File: src/design/ppg_pkg.sv
// Purpose: Shared constants for the PWM pair generator.
// Assumes: Core clock ref_clk at 40 MHz.
// Notes: Widths are fixed; no register map, all controls are ports.
package ppg_pkg;

  // ---------------------------------------------------------------
  // Widths
  // ---------------------------------------------------------------
  localparam int PPG_CNT_W = 15;
  localparam int PPG_DIV_W = 3;
  localparam int PPG_SEL_W = 2;
  localparam int PPG_CH_N = 2;

  // ---------------------------------------------------------------
  // Prescaler select codes
  // ---------------------------------------------------------------
  localparam logic [PPG_SEL_W-1:0] PPG_DIV1 = 2'h0;
  localparam logic [PPG_SEL_W-1:0] PPG_DIV2 = 2'h1;
  localparam logic [PPG_SEL_W-1:0] PPG_DIV4 = 2'h2;
  localparam logic [PPG_SEL_W-1:0] PPG_DIV8 = 2'h3;

  // Last prescaler count before a tick, one per divide ratio.
  localparam logic [PPG_DIV_W-1:0] PPG_DIV1_LAST = 3'h0;
  localparam logic [PPG_DIV_W-1:0] PPG_DIV2_LAST = 3'h1;
  localparam logic [PPG_DIV_W-1:0] PPG_DIV4_LAST = 3'h3;
  localparam logic [PPG_DIV_W-1:0] PPG_DIV8_LAST = 3'h7;

  // ---------------------------------------------------------------
  // Reset values
  // ---------------------------------------------------------------
  localparam logic [PPG_SEL_W-1:0] PPG_SEL_RST = PPG_DIV1;
  localparam logic [PPG_CNT_W-1:0] PPG_CNT_RST = 15'h0000;
  localparam logic [PPG_CNT_W-1:0] PPG_MOD_RST = 15'h0000;
  localparam logic [PPG_CNT_W-1:0] PPG_VAL_RST = 15'h0000;
  localparam logic [PPG_DIV_W-1:0] PPG_DIV_RST = 3'h0;
  localparam logic PPG_EDGE_RST = 1'b0;

  // Counter direction.
  typedef enum logic {
    PPG_UP = 1'b0,
    PPG_DOWN = 1'b1
  } ppg_dir_e;

endpackage : ppg_pkg

File: src/design/ppg_pwm_pair.sv
// Purpose: One PWM generator driving a channel pair with prescaler and 15-bit counter.
// Assumes: All control inputs come from logic on ref_clk, so none is synchronised.
// Notes: Settings other than compare_polarity_reg and double_switch_en are buffered and take effect on load_ok at a reload, or at once while stopped.
//
// Contract
// Counting clock is core clock divided by one, two, four or eight.
// New prescaler divisor waits in a buffer until load_ok and reload.
// A 15-bit counter counts up and down while producing the outputs.
// One alignment bit selects center or edge operation for both channels.
// Edge-aligned period equals the modulus in counting clock cycles.
// Center-aligned period equals twice the modulus in counting clock cycles.
// Center-aligned pulse width is twice the channel value.
// Edge-aligned pulse width equals the channel value.
// Counting down with value above count drives output high, or low if inverted.
// Counting up with count equal to value drives output low, or high if inverted.
// Complementary center mode offers double switching: AND of both compare results.
// Non-inverted value at or above modulus reduces double switching to one pulse.
// Center counts up to modulus and back; edge counts up and restarts. The code turns the center count at modulus minus one.
`timescale 1ns/1ps

module ppg_pwm_pair (
  input wire logic ref_clk,
  input wire logic resetn,
  input wire logic run_en,
  input wire logic load_ok,
  input wire logic [ppg_pkg::PPG_SEL_W-1:0] prescale_sel,
  input wire logic edge_align,
  input wire logic [ppg_pkg::PPG_CNT_W-1:0] modulus,
  input wire logic [ppg_pkg::PPG_CNT_W-1:0] channel_value_reg0,
  input wire logic [ppg_pkg::PPG_CNT_W-1:0] channel_value_reg1,
  input wire logic [ppg_pkg::PPG_CH_N-1:0] compare_polarity_reg,
  input wire logic double_switch_en,
  output logic pwm_out0,
  output logic pwm_out1,
  output logic pwm_dbl_out,
  output logic reload_pulse,
  output logic [ppg_pkg::PPG_CNT_W-1:0] count_out,
  output logic count_down
);
  import ppg_pkg::*;

  // ---------------------------------------------------------------
  // Helpers
  // ---------------------------------------------------------------
  // Terminal value of the prescaler counter for a select code.
  function automatic logic [PPG_DIV_W-1:0] div_last(input logic [PPG_SEL_W-1:0] sel);
    case (sel)
      PPG_DIV1: div_last = PPG_DIV1_LAST;
      PPG_DIV2: div_last = PPG_DIV2_LAST;
      PPG_DIV4: div_last = PPG_DIV4_LAST;
      PPG_DIV8: div_last = PPG_DIV8_LAST;
      default: div_last = PPG_DIV1_LAST;
    endcase
  endfunction : div_last

  // Next compare state for one channel, judged on the count just occupied.
  function automatic logic cmp_step(
    input logic cur,
    input logic edge_mode,
    input ppg_dir_e dir,
    input logic [PPG_CNT_W-1:0] cnt,
    input logic [PPG_CNT_W-1:0] val
  );
    cmp_step = cur;
    if (edge_mode && cnt == PPG_CNT_RST) begin
      cmp_step = (val != PPG_VAL_RST);
    end else if (dir == PPG_DOWN && val > cnt) begin
      cmp_step = 1'b1;
    end else if (dir == PPG_UP && cnt == val) begin
      cmp_step = 1'b0;
    end
  endfunction : cmp_step

  // ---------------------------------------------------------------
  // Active (buffered) settings
  // ---------------------------------------------------------------
  logic [PPG_SEL_W-1:0] sel_r;
  logic edge_r;
  logic [PPG_CNT_W-1:0] mod_r;
  logic [PPG_CNT_W-1:0] val0_r;
  logic [PPG_CNT_W-1:0] val1_r;
  logic [PPG_DIV_W-1:0] div_r;
  logic [PPG_CNT_W-1:0] cnt_r;
  logic [PPG_CNT_W-1:0] cnt_nxt;
  ppg_dir_e dir_r;
  ppg_dir_e dir_nxt;
  logic cmp0_r;
  logic cmp1_r;
  logic cmp0_nxt;
  logic cmp1_nxt;
  logic tick;
  logic at_top;
  logic reload;
  logic take;
  logic [PPG_CNT_W-1:0] mod_last;

  // A zero modulus behaves like one so the counter never runs away.
  assign mod_last = (mod_r == PPG_MOD_RST) ? PPG_CNT_RST : mod_r - 15'h0001;
  assign at_top = (cnt_r == mod_last);

  // ---------------------------------------------------------------
  // Prescaler
  // ---------------------------------------------------------------
  assign tick = run_en && (div_r == div_last(sel_r));

  always_ff @(posedge ref_clk or negedge resetn) begin
    if (!resetn) begin
      div_r <= PPG_DIV_RST;
    end else if (!run_en || tick) begin
      div_r <= PPG_DIV_RST;
    end else begin
      div_r <= div_r + 3'h1;
    end
  end

  // ---------------------------------------------------------------
  // Counter sequencing
  // ---------------------------------------------------------------
  always_comb begin
    cnt_nxt = cnt_r;
    dir_nxt = dir_r;
    reload = 1'b0;
    if (edge_r) begin
      dir_nxt = PPG_UP;
      if (at_top) begin
        cnt_nxt = PPG_CNT_RST;
        reload = 1'b1;
      end else begin
        cnt_nxt = cnt_r + 15'h0001;
      end
    end else if (dir_r == PPG_UP) begin
      if (at_top) begin
        dir_nxt = PPG_DOWN;
      end else begin
        cnt_nxt = cnt_r + 15'h0001;
      end
    end else begin
      if (cnt_r == PPG_CNT_RST) begin
        dir_nxt = PPG_UP;
        reload = 1'b1;
      end else begin
        cnt_nxt = cnt_r - 15'h0001;
      end
    end
  end

  always_ff @(posedge ref_clk or negedge resetn) begin
    if (!resetn) begin
      cnt_r <= PPG_CNT_RST;
      dir_r <= PPG_UP;
    end else if (!run_en) begin
      cnt_r <= PPG_CNT_RST;
      dir_r <= PPG_UP;
    end else if (tick) begin
      cnt_r <= cnt_nxt;
      dir_r <= dir_nxt;
    end
  end

  // ---------------------------------------------------------------
  // Buffer transfer
  // ---------------------------------------------------------------
  // While stopped, settings pass straight through on load_ok so the
  // first period starts with them; while running they wait for a reload.
  assign take = load_ok && (!run_en || (tick && reload));

  always_ff @(posedge ref_clk or negedge resetn) begin
    if (!resetn) begin
      sel_r <= PPG_SEL_RST;
      edge_r <= PPG_EDGE_RST;
      mod_r <= PPG_MOD_RST;
      val0_r <= PPG_VAL_RST;
      val1_r <= PPG_VAL_RST;
    end else if (take) begin
      sel_r <= prescale_sel;
      edge_r <= edge_align;
      mod_r <= modulus;
      val0_r <= channel_value_reg0;
      val1_r <= channel_value_reg1;
    end
  end

  // ---------------------------------------------------------------
  // Compare channels
  // ---------------------------------------------------------------
  // Set on the down slope, or at count zero in edge mode, and clear on the
  // up slope gives twice the value in center mode, and the value itself in edge mode.
  assign cmp0_nxt = cmp_step(cmp0_r, edge_r, dir_r, cnt_r, val0_r);
  assign cmp1_nxt = cmp_step(cmp1_r, edge_r, dir_r, cnt_r, val1_r);

  always_ff @(posedge ref_clk or negedge resetn) begin
    if (!resetn) begin
      cmp0_r <= 1'b0;
      cmp1_r <= 1'b0;
    end else if (!run_en) begin
      cmp0_r <= 1'b0;
      cmp1_r <= 1'b0;
    end else if (tick) begin
      cmp0_r <= cmp0_nxt;
      cmp1_r <= cmp1_nxt;
    end
  end

  // ---------------------------------------------------------------
  // Outputs
  // ---------------------------------------------------------------
  always_ff @(posedge ref_clk or negedge resetn) begin
    if (!resetn) begin
      pwm_out0 <= 1'b0;
      pwm_out1 <= 1'b0;
      pwm_dbl_out <= 1'b0;
    end else begin
      pwm_out0 <= cmp0_r ^ compare_polarity_reg[0];
      pwm_out1 <= cmp1_r ^ compare_polarity_reg[1];
      // A value at or above the modulus keeps its compare high, so the
      // AND follows the other channel alone: one pulse per period.
      pwm_dbl_out <= double_switch_en && !edge_r && cmp0_r && cmp1_r;
    end
  end

  always_ff @(posedge ref_clk or negedge resetn) begin
    if (!resetn) begin
      reload_pulse <= 1'b0;
      count_out <= PPG_CNT_RST;
      count_down <= 1'b0;
    end else begin
      reload_pulse <= tick && reload;
      count_out <= cnt_r;
      count_down <= (dir_r == PPG_DOWN);
    end
  end

endmodule : ppg_pwm_pair

File: config.mk
export PLATFORM = sky130hd
export DESIGN_NAME = ppg_pwm_pair
export DESIGN_NICKNAME = d
export VERILOG_FILES = /design/src/design/ppg_pkg.sv /design/src/design/ppg_pwm_pair.sv
export SDC_FILE = /design/constraint.sdc
export NUM_CORES = 1
export LEC_CHECK = 0
export BUFFER_PORTS_ARGS = -buffer_cell sky130_fd_sc_hd__buf_2
export CAP_MARGIN = 20
export CORE_ASPECT_RATIO = 0.6
export CORE_MARGIN = 3
export CORE_UTILIZATION = 45
export CTS_CLUSTER_SIZE = 20
export DETAILED_ROUTE_END_ITERATION = 7
export HOLD_SLACK_MARGIN = 0.08
export SYNTH_ARGS = -nofsm -noshare
export SYNTH_HDL_FRONTEND = slang
export SYNTH_SLANG_ARGS = --single-unit
File: constraint.sdc
create_clock -name ref_clk -period 4.5 [get_ports ref_clk]
set_input_delay 0.9 -clock ref_clk [delete_from_list [all_inputs] [get_ports ref_clk]]
set_output_delay 0.9 -clock ref_clk [all_outputs]
set_load 0.01 [all_outputs]
## Word level (Yosys, flattened, before mapping)

Index checks and enable logic that the tools add are counted.

- Add/sub/neg operators: 4
- $lt $le $gt $ge: 2
- Eq/ne operators: 12
- Multiplexer cells: 29
- Bitwise gates (word level): 3
- Reductions and logical operators: 23

Operator list:

| cell | count |
|---|---|
| 2-to-1 mux 15 bit | 8 |
| == test 15 bit | 3 |
| > comparator 15 bit | 2 |
| logical NOT 15 bit | 2 |
| nonzero test 15 bit | 2 |
| subtractor 15 x 1 -> 15 bit, second input constant | 2 |
| 2-to-1 mux 1 bit | 19 |
| adder 15 x 1 -> 15 bit, second input constant | 1 |
| case mux 3 bit (4 select lines) | 1 |
| logical AND 1 bit | 11 |
| inequality test 4 x 1 -> 1 bit, second input constant | 2 |
| inequality test 4 bit, second input constant | 2 |
| == test 2 bit, second input constant | 2 |
| AND reduction 2 bit | 2 |
| adder 3 x 1 -> 3 bit, second input constant | 1 |
| == test 3 bit | 1 |
| 2-to-1 mux 3 bit | 1 |
| AND reduction 3 bit | 1 |
| == test 2 x 1 -> 1 bit, second input constant | 1 |
| logical NOT 1 bit | 2 |
| logical NOT 2 bit | 1 |
| logical OR 1 bit | 2 |
| inequality test 2 x 1 -> 1 bit, second input constant | 1 |
| XOR 1 bit | 2 |
| inverter 1 bit | 1 |

- Register bits after elaboration: 89
- Bits of input ports: 55
- Output and inout bits: 20
- Logic and storage cells: 89

## Depth between registers and ports, before layout

Gate-level depths: netlist of run 1.

- Word-level depth: 8
- Mapped depth: 14
- Mapped depth without buffers: 11

## Worst setup path after synthesis of run 1

No wires, ideal clock.

- Path kind: flip-flop to flip-flop
- From: reg mod_r[0]
- To: reg mod_r[0]
- Library setup time: 0.127 ns
- Data arrival time: 3.309 ns
- Required time: 4.373 ns
- Setup slack: 1.064 ns
- Cell stages (with the launch flop): 14
- Clock period less this slack: 3.436 ns
- Cell sequence: dfrtp_1 > inv_1 > ha_1 > nor2b_1 > nand2_1 > nor4_1 > a21oi_1 > or3_1 > a211o_1 > o311ai_1 > and3_1 > buf_4 > buf_6 > mux2_1

- Cells in the longest elaborated chain, start to end: 8

RTL lines:

| element | RTL line | text |
|---|---|---|
| start, declared | ppg_pwm_pair.sv:79 | `logic [PPG_CNT_W-1:0] mod_r;` |
| start signal, assigned | ppg_pwm_pair.sv:177 | `mod_r <= modulus;` |
| subtractor 15 x 1 -> 15 bit / logical NOT 15 bit (equally long branches) | ppg_pwm_pair.sv:98 | `assign mod_last = (mod_r == PPG_MOD_RST) ? PPG_CNT_RST : mod_r - 15'h0001;` |
| 2-to-1 mux 15 bit (*) | ppg_pwm_pair.sv:98 |  |
| == test 15 bit (*) | ppg_pwm_pair.sv:99 | `assign at_top = (cnt_r == mod_last);` |
| 2-to-1 mux 1 bit (*) | ppg_pwm_pair.sv:125 | `if (at_top) begin` |
| 2-to-1 mux 1 bit (*) | ppg_pwm_pair.sv:123 | `if (edge_r) begin` |
| logical AND 1 bit (*) | ppg_pwm_pair.sv:165 | `assign take = load_ok && (!run_en \|\| (tick && reload));` |
| logical OR 1 bit (*) | ppg_pwm_pair.sv:165 |  |
| logical AND 1 bit (*) | ppg_pwm_pair.sv:165 |  |

Mark *: on every way between the ends. The rest lies on a longest branch, timed or not.
A chain may end at the register's enable or synchronous reset.

## Worst setup path in the final report of run 1

- From: reg mod_r[0]
- To: reg mod_r[2]

Same word-level chain as after synthesis.

==> results of run 1 <==
[final timing paths]
| check | endpoint | slack, ns | startpoint | depth (start not counted) |
|---|---|---|---|---|
| min in group asynchronous | pwm_out1 | 0.57 | resetn | 1 |
| worst min-delay path | div_r[0] | 0.51 | div_r[0] | 1 |
| worst max-delay path | mod_r[2] | 0.42 | mod_r[0] | 12 |
| worst min register to register | div_r[0] | 0.51 | div_r[0] | 1 |
| max in group asynchronous | val0_r[8] | 2.97 | resetn | 2 |
| worst max register to register | mod_r[2] | 0.42 | mod_r[0] | 12 |
[metal layers]
metal / part of all wire, % / GRT usage, %
met5: 0 / 0
met4: 1.0 / 4.570
met3: 12 / 6.074
met2: 40 / 30.84
met1: 48 / 35.62
[power by group through the flow]
stage / logic, mW / registers, mW / clock network (mW)
2_1_floorplan: 1.09 / 1.22 / 0
3_3_place_gp: 1.30 / 1.35 / 0
3_5_place_dp: 1.34 / 1.36 / 0
4_1_cts: 1.35 / 1.35 / 0.772
5_1_grt: 1.54 / 1.39 / 0.805
6_report: 1.36 / 1.35 / 0.756
[state kept, by name (all words and copies together), names as in the netlist]
name / flops
cmp0_r: 1
dir_r: 1
pwm_out0: 1
cnt_r: 15
val0_r: 15
pwm_dbl_out: 1
cmp1_r: 1
pwm_out1: 1
val1_r: 15
count_down: 1
sel_r: 2
mod_r: 15
div_r: 3
edge_r: 1
reload_pulse: 1
count_out: 15
[stage by stage]
stage | utilization (%) | setup WS (ns) | cells | power (mW)
6_report | 54.19 | 0.4239 | 777 | 3.472
5_1_grt | 54.19 | 0.003797 | 777 | 3.737
4_1_cts | 54.15 | 0.4708 | 776 | 3.466
3_5_place_dp | 51.60 | 0.5208 | 761 | 2.698
3_3_place_gp | 51.60 | 0.6707 | 761 | 2.651
2_1_floorplan | - | 1.064 | 549 | 2.304
[layout by cell type, fill, tap and decap left out, types with 8 or more instances in the layout]
| cell | instances |
|---|---|
| ha_1 | 35 |
| clkbuf_16 | 9 |
| nand4_1 | 10 |
| mux2_1 | 47 |
| nand3_1 | 18 |
| nor2b_1 | 8 |
| buf_2 | 73 |
| nand2_1 | 30 |
| nor2_1 | 32 |
| or3_1 | 8 |
| nor4_1 | 21 |
| xnor2_1 | 11 |
| inv_1 | 27 |
| dfrtp_1 | 89 |
| nor3_1 | 24 |
| o21ai_0 | 14 |
| a21oi_1 | 27 |
| xor2_1 | 8 |
[worst max-delay path: cells and delay by family, from the launching register on]
family	cells	cell delay, ns
flops	1	0.40
mux	1	0.36
fa+ha+maj	1	0.26
compound gates	3	0.75
buf+inv	2	0.41
simple gates	5	1.72
[final cells by class]
type                            instances  area [um2]  area share, %
Clock buffer                           11       242.7          3.849
Clock inverter                          4       53.80         0.8532
Inverter                               27       101.3          1.607
Multi-Input combinational cell        406        3053          48.41
Sequential cell                        89        2227          35.32
Tap cell                              160       200.2          3.175
Timing Repair Buffer                   80       427.9          6.786
[cell families (layout without fill, tap and decap cells)]
group / Yosys count / after routing / share of synthesized area (%)
simple gates: 183 / 183 / 18.09
compound gates: 114 / 114 / 14.82
flops: 89 / 89 / 40.21
mux: 54 / 54 / 10.87
buf+inv: 54 / 122 / 4.698
fa+ha+maj: 35 / 35 / 7.906
xor+xnor: 20 / 20 / 3.411
==> impl_results.md, run 1 <==
- Worst path arrival time: 4.30 ns
- Core footprint: 0.01164 mm2
- Worst hold slack: 0.5082 ns
- Sequential share of power: 38.9%
- Total iterations of the first detailed-routing run: 5
- Global-route wire length before repair: 24460 um
- Hold Vio Cnt, Final: 0
- Kind of path behind the tightest hold check: reg -> reg
- Placer's final routability congestion estimate: 0.9698
- Height of the die: 91.94 um
- Vias in the first global route: 4488
- ANT cells: 0
- Design Area, Final: 0.006306 mm2
- Mean instance size in the synthesized netlist: 10.09 um2
- Net Count, Synth: 639
- Cell with the largest stage delay on the worst path: nor2b_1
- Remaining routing DRC violations: 0
- Number of vias after detailed routing: 4671
- Yosys reg bits: 89
- CP Capture Type: flop
- Number of buffers inserted for hold repair after clock tree synthesis: 0
- Post-layout min period: 4.076 ns
- Cell at the root of the clock tree: clkbuf_16
- Clk sinks: 89
- Wire length reported by the detailed router: 15010 um
- Number of max-slew violations in the final report: 0
- Worst stage delay on the critical path: 0.42 ns
- Proportion of netlist area held by the largest area contributor: 40.21%
- Number of placement rows: 30
- Critical path, cell by cell: inv_1, ha_1, nor2b_1, nand2_1, nor4_1, a21oi_1, or3_1, a211o_1, o311ai_1, and3_2, buf_12, mux2_1
- Final-stage net count: 703
- Largest buffer count on any clock path: 2
- Cell types with the largest area share after synthesis: dfrtp_1, mux2_1, ha_1
- Final setup violation count: 0
- Synthesized netlist cell count: 549
- Cell with the most instances after synthesis: dfrtp_1
- Worst clock skew: 0.006927 ns
- Antenna-violating nets left: 0
- Leakage power: 2.724 nW
- Headroom to the max-slew limit: 49.33%
- Area of the die: 0.01372 mm2
- Overall overflow remaining after global route: 0
- Status: completed
- IO Port Bufs: 74
- Layout filler cell count: 1046
- Maximum vdd ir drop: 0.0002154 V
- Internal Pwr Total: 2.093 mW
- Critical path startpoint category: flop
- Growth of design area from synthesis to finish: 13.85%
- Cell taking the most area after synthesis: dfrtp_1
- Share of synthesized flip-flops with an asynchronous set or reset: 100.0%
- CTS HTree Levels: 3
- Vias per Instance: 6.012
- Largest net degree at the start of global routing: 49
- Worst-path fanout max: 40
- Boundary pin count: 75
- Average detailed-routed wire length per instance: 19.32 um
- Clock latency on the worst-skew pair: 0.34 ns
- Starting density of the core: 47.60%
- Sum of negative setup slack: 0 ns
- Cell types with the highest counts after synthesis: dfrtp_1, mux2_1, ha_1
- Net switching component of the power: 1.379 mW
- Placed Area: 0.006005 mm2
- RSZ-0062 raised after global routing: no
- Total CTS buffers: 9
- Clock transition at the registers of the reported paths: 0.07 ns
- Top flip-flop cell by instance count after synthesis: dfrtp_1
- HPWL after detailed placement: 11330 um
- Number of synthesis warnings: 0
- Data required, critical path: 4.72 ns
- Number of DRC violations after detailed-routing iteration 0: 623
- Max-cap viol count: 0
- Critical path class: reg -> reg
- Number of setup buffers added after CTS: 0
- Pwr/cell area: 550.6 mW/mm2
- GRT Util Overall: 22.67%
- Count of flip-flops with a built-in enable after synthesis: 0
- Least-Margin Pin Slew: 0.7531 ns
- CTS-repair resized insts: 0
- Synth unique cells: 76
- Die span in x: 149.2 um
- Sequential share of the synthesized area: 40.21%
- TritonCTS clock tree: done
- Sw frac: 39.72%
- Final worst path period share: 90.58%
- Number of antenna violations at the first check in global routing: 0
- Clock group share of total power: 21.8%
- Fraction of layout instances using a drive strength above 1: 18.15%
- Maximum clock rate: 245.3 MHz
- Combinational power share: 39.3%
- Cell area after synthesis: 0.005539 mm2
Power figures use the tool's default switching activity.
==> run 2, diff against run 1 <==
- ABC_AREA: not set -> 1
- SKIP_LAST_GASP: not set -> 1
==> impl_results.md, run 2 <==
- Critical path, cell by cell: inv_1, ha_1, nand2_2, nor2_2, nand2_2, nand4_1, nand2_1, nor2_1, nand3_1, nor2_1, nand2_1, nand2_1, nand2_1, nand2_2, nand2_2, nand2_1, nand2_1
- Number of vias after detailed routing: 5526 (+18%)
- Vias per Instance: 5.313 (-12%)
- Clock transition at the registers of the reported paths: 0.07 ns (about the same)
- Largest net degree at the start of global routing: 90 (+84%)
- IO Port Bufs: 74 (unchanged)
- Fraction of layout instances using a drive strength above 1: 11.54% (-6.6 points)
- CTS-repair resized insts: 0 (unchanged)
- Die span in x: 152.2 um (+2.0%)
- Number of DRC violations after detailed-routing iteration 0: 393 (-37%)
- Worst path arrival time: 3.77 ns (-0.53 ns)
- Layout filler cell count: 1244 (+19%)
- Share of synthesized flip-flops with an asynchronous set or reset: 100.0% (unchanged)
- Design Area, Final: 0.006533 mm2 (+3.6%)
- Critical path class: reg -> reg
- Pwr/cell area: 410.2 mW/mm2 (-26%)
- Crit-path most repeated cell: nand2_1
- Core footprint: 0.01230 mm2 (+5.7%)
- TritonCTS clock tree: done
- Most common cell after layout, fill and taps aside: nand2_1
- Number of max-slew violations in the final report: 0 (unchanged)
- Growth of design area from synthesis to finish: 13.25%
- Cell taking the most area after synthesis: dfrtp_1
- Number of buffers inserted for hold repair after clock tree synthesis: 0 (unchanged)
- Worst slack at placement: 0.9937 ns (+0.4729 ns)
- CTS HTree Levels: 3 (unchanged)
- ANT cells: 0 (unchanged)
- Most frequent cells in the layout: nand2_1, nand3_1, dfrtp_1, buf_2, nor2_1
- Starting density of the core: 46.91% (-0.69 points)
- Clock latency on the worst-skew pair: 0.35 ns (about the same)
- Final worst path period share: 78.52% (-12 points)
- Worst-path fanout max: 48 (+20%)
- Net Count, Synth: 900 (+41%)
- Max-cap viol count: 0 (unchanged)
- Sequential share of the synthesized area: 38.61% (-1.6 points)
- Placer's final routability congestion estimate: 0.9008 (-7.1%)
- Placed Area: 0.006193 mm2 (+3.1%)
- Maximum vdd ir drop: 0.0001787 V (-17%)
- Top flip-flop cell by instance count after synthesis: dfrtp_1
- Cell with the most instances after synthesis: nand2_1
- Clk sinks: 89 (unchanged)
- Maximum clock rate: 283.0 MHz (+15%)
- Final setup violation count: 0 (unchanged)
- CP Capture Type: flop
- Critical path startpoint category: flop
- Status: completed
- Final cell count without fillers: 1040 (+34%)
- Leakage power: 3.589 nW (+32%)
- Sum of negative setup slack: 0 ns (unchanged)
- Global-route wire length before repair: 27140 um (+11%)
- Kind of path behind the tightest hold check: reg -> reg
- Proportion of netlist area held by the largest area contributor: 38.61% (-1.6 points)
- Worst stage delay on the critical path: 0.50 ns (+0.08 ns)
- Number of antenna violations at the first check in global routing: 0 (unchanged)
- Post-layout worst setup margin: 0.9667 ns (+0.5428 ns)
- Synthesized netlist cell count: 810 (+48%)
- Vias in the first global route: 5249 (+17%)
- Data required, critical path: 4.73 ns (about the same)
- Wire length reported by the detailed router: 16260 um (+8.3%)
- Area of the die: 0.01426 mm2 (+3.9%)
- Number of synthesis warnings: 0 (unchanged)
- Remaining routing DRC violations: 0 (unchanged)
- Cell at the root of the clock tree: clkbuf_16
- Height of the die: 93.70 um (+1.9%)
- Cell with the largest stage delay on the worst path: nand2_2
- GRT Util Overall: 23.87% (+1.2 points)
- Average detailed-routed wire length per instance: 15.63 um (-19%)
- Antenna-violating nets left: 0 (unchanged)
- Cell types with the largest area share after synthesis: dfrtp_1, nand2_1, nand3_1
- Cell area after synthesis: 0.005768 mm2 (+4.1%)
- Number of placement rows: 31 (+3.3%)
- RSZ-0062 raised after global routing: no
- Headroom to the max-slew limit: 39.18% (-10 points)
- Hold Vio Cnt, Final: 0 (unchanged)
- Least-Margin Pin Slew: 0.9123 ns (+0.1592 ns)
- Count of flip-flops with a built-in enable after synthesis: 0 (unchanged)
- Total iterations of the first detailed-routing run: 5 (unchanged)
- Register-to-register setup slack: 0.97 ns (+0.54 ns)
- Yosys reg bits: 89 (unchanged)
- Final-stage net count: 960 (+37%)
- Total instance count after detailed placement: 1023 (+34%)
- Largest buffer count on any clock path: 2 (unchanged)
- Cell types with the highest counts after synthesis: nand2_1, nand3_1, dfrtp_1
- Boundary pin count: 75 (unchanged)
- Final design utilization: 53.13% (-1.1 points)
- HPWL after detailed placement: 12040 um (+6.2%)
- Mean instance size in the synthesized netlist: 7.121 um2 (-29%)
- Worst clock skew: 0.007365 ns (+0.0004384 ns)
- Synth unique cells: 31 (-59%)
- Number of setup buffers added after CTS: 0 (unchanged)
- Overall overflow remaining after global route: 0 (unchanged)
- Post-layout min period: 3.533 ns (-0.5428 ns)
- Total CTS buffers: 9 (unchanged)
-- run 2: cell count changes in the layout (fill, tap and decap cells not counted), sizes merged, moves of 7 or more --
cell   previous run  this run
xor2              8        16
xnor2            11         3
nand2            30       281
nor3             27         8
or3               8         0
o21ai            19        32
inv              27        70
nor4             23        10
nand4            10        22
nor2             32        71
nand3            19       101
mux2             49         0
nor2b             8         0
o21a              7         0
-- run 2: stage by stage --
| step | hold WS (ns) | power, mW |
|---|---|---|
| after floorplan | 0.3487 | 1.627 |
| after global placement | 0.4591 | 1.865 |
| after detailed placement | 0.4595 | 1.877 |
| after CTS | 0.4752 | 2.686 |
| after global routing | 0.4896 | 2.887 |
| final | 0.4705 | 2.680 |
-- run 2: layout make-up --
type                            instances  area (um2)  area share (%)
Multi-Input combinational cell        625        3120           47.77
Sequential cell                        89        2227           34.09
Inverter                               69       259.0           3.965
Timing Repair Buffer                   76       407.9           6.244
Clock inverter                          6       72.57           1.111
Clock buffer                           10       239.0           3.658
Tap cell                              165       206.4           3.160
-- run 2: critical path: cells and delay by family (launching register included) --
family                     cells  cell delay, ns
DFF                            1            0.38
buffers and inverters          1            0.17
and+or+nand+nor               15            2.58
adders and majority gates      1            0.26
-- run 2: per-layer routing --
layer | global-route usage, % | vias to the layer above | part of all wire (%)
met1 | 36.23 | 2555 | 52
met5 | 0 | - | 0
li1 | - | 2777 | -
met4 | 6.657 | 0 | 1.4
met3 | 4.188 | 21 | 6.2
met2 | 34.86 | 173 | 40
-- run 2: final timing paths --
path / startpoint / depth (start not counted) / endpoint
setup / recovery: mod_r[0] / 17 / val0_r[5]
hold / removal: mod_r[0] / 2 / mod_r[0]
setup reg to reg: mod_r[0] / 17 / val0_r[5]
hold reg to reg: mod_r[0] / 2 / mod_r[0]
max in group asynchronous: resetn / 2 / val1_r[12]
min in group asynchronous: resetn / 1 / mod_r[12]
-- run 2: kinds of logic (layout without fill, tap and decap cells) --
logic type,count (synthesis),in the layout,share of synthesized area [%]
AND/OR/NAND/NOR,499,499,36.79
multiplexers,1,1,0.1735
flip-flops,89,89,38.61
buffers and inverters,96,161,7.288
XOR/XNOR,19,19,2.885
AO/OA/AOI/OAI,71,71,6.660
adder cells (fa/ha/maj),35,35,7.592
-- run 2: power by group --
| group | switching, mW | leakage, nW | internal (mW) |
|---|---|---|---|
| Combinational | 0.558 | 2.28 | 0.302 |
| Clock | 0.337 | 0.156 | 0.455 |
| Sequential | 0.123 | 1.15 | 0.906 |
| Total | 1.02 | 3.59 | 1.66 |
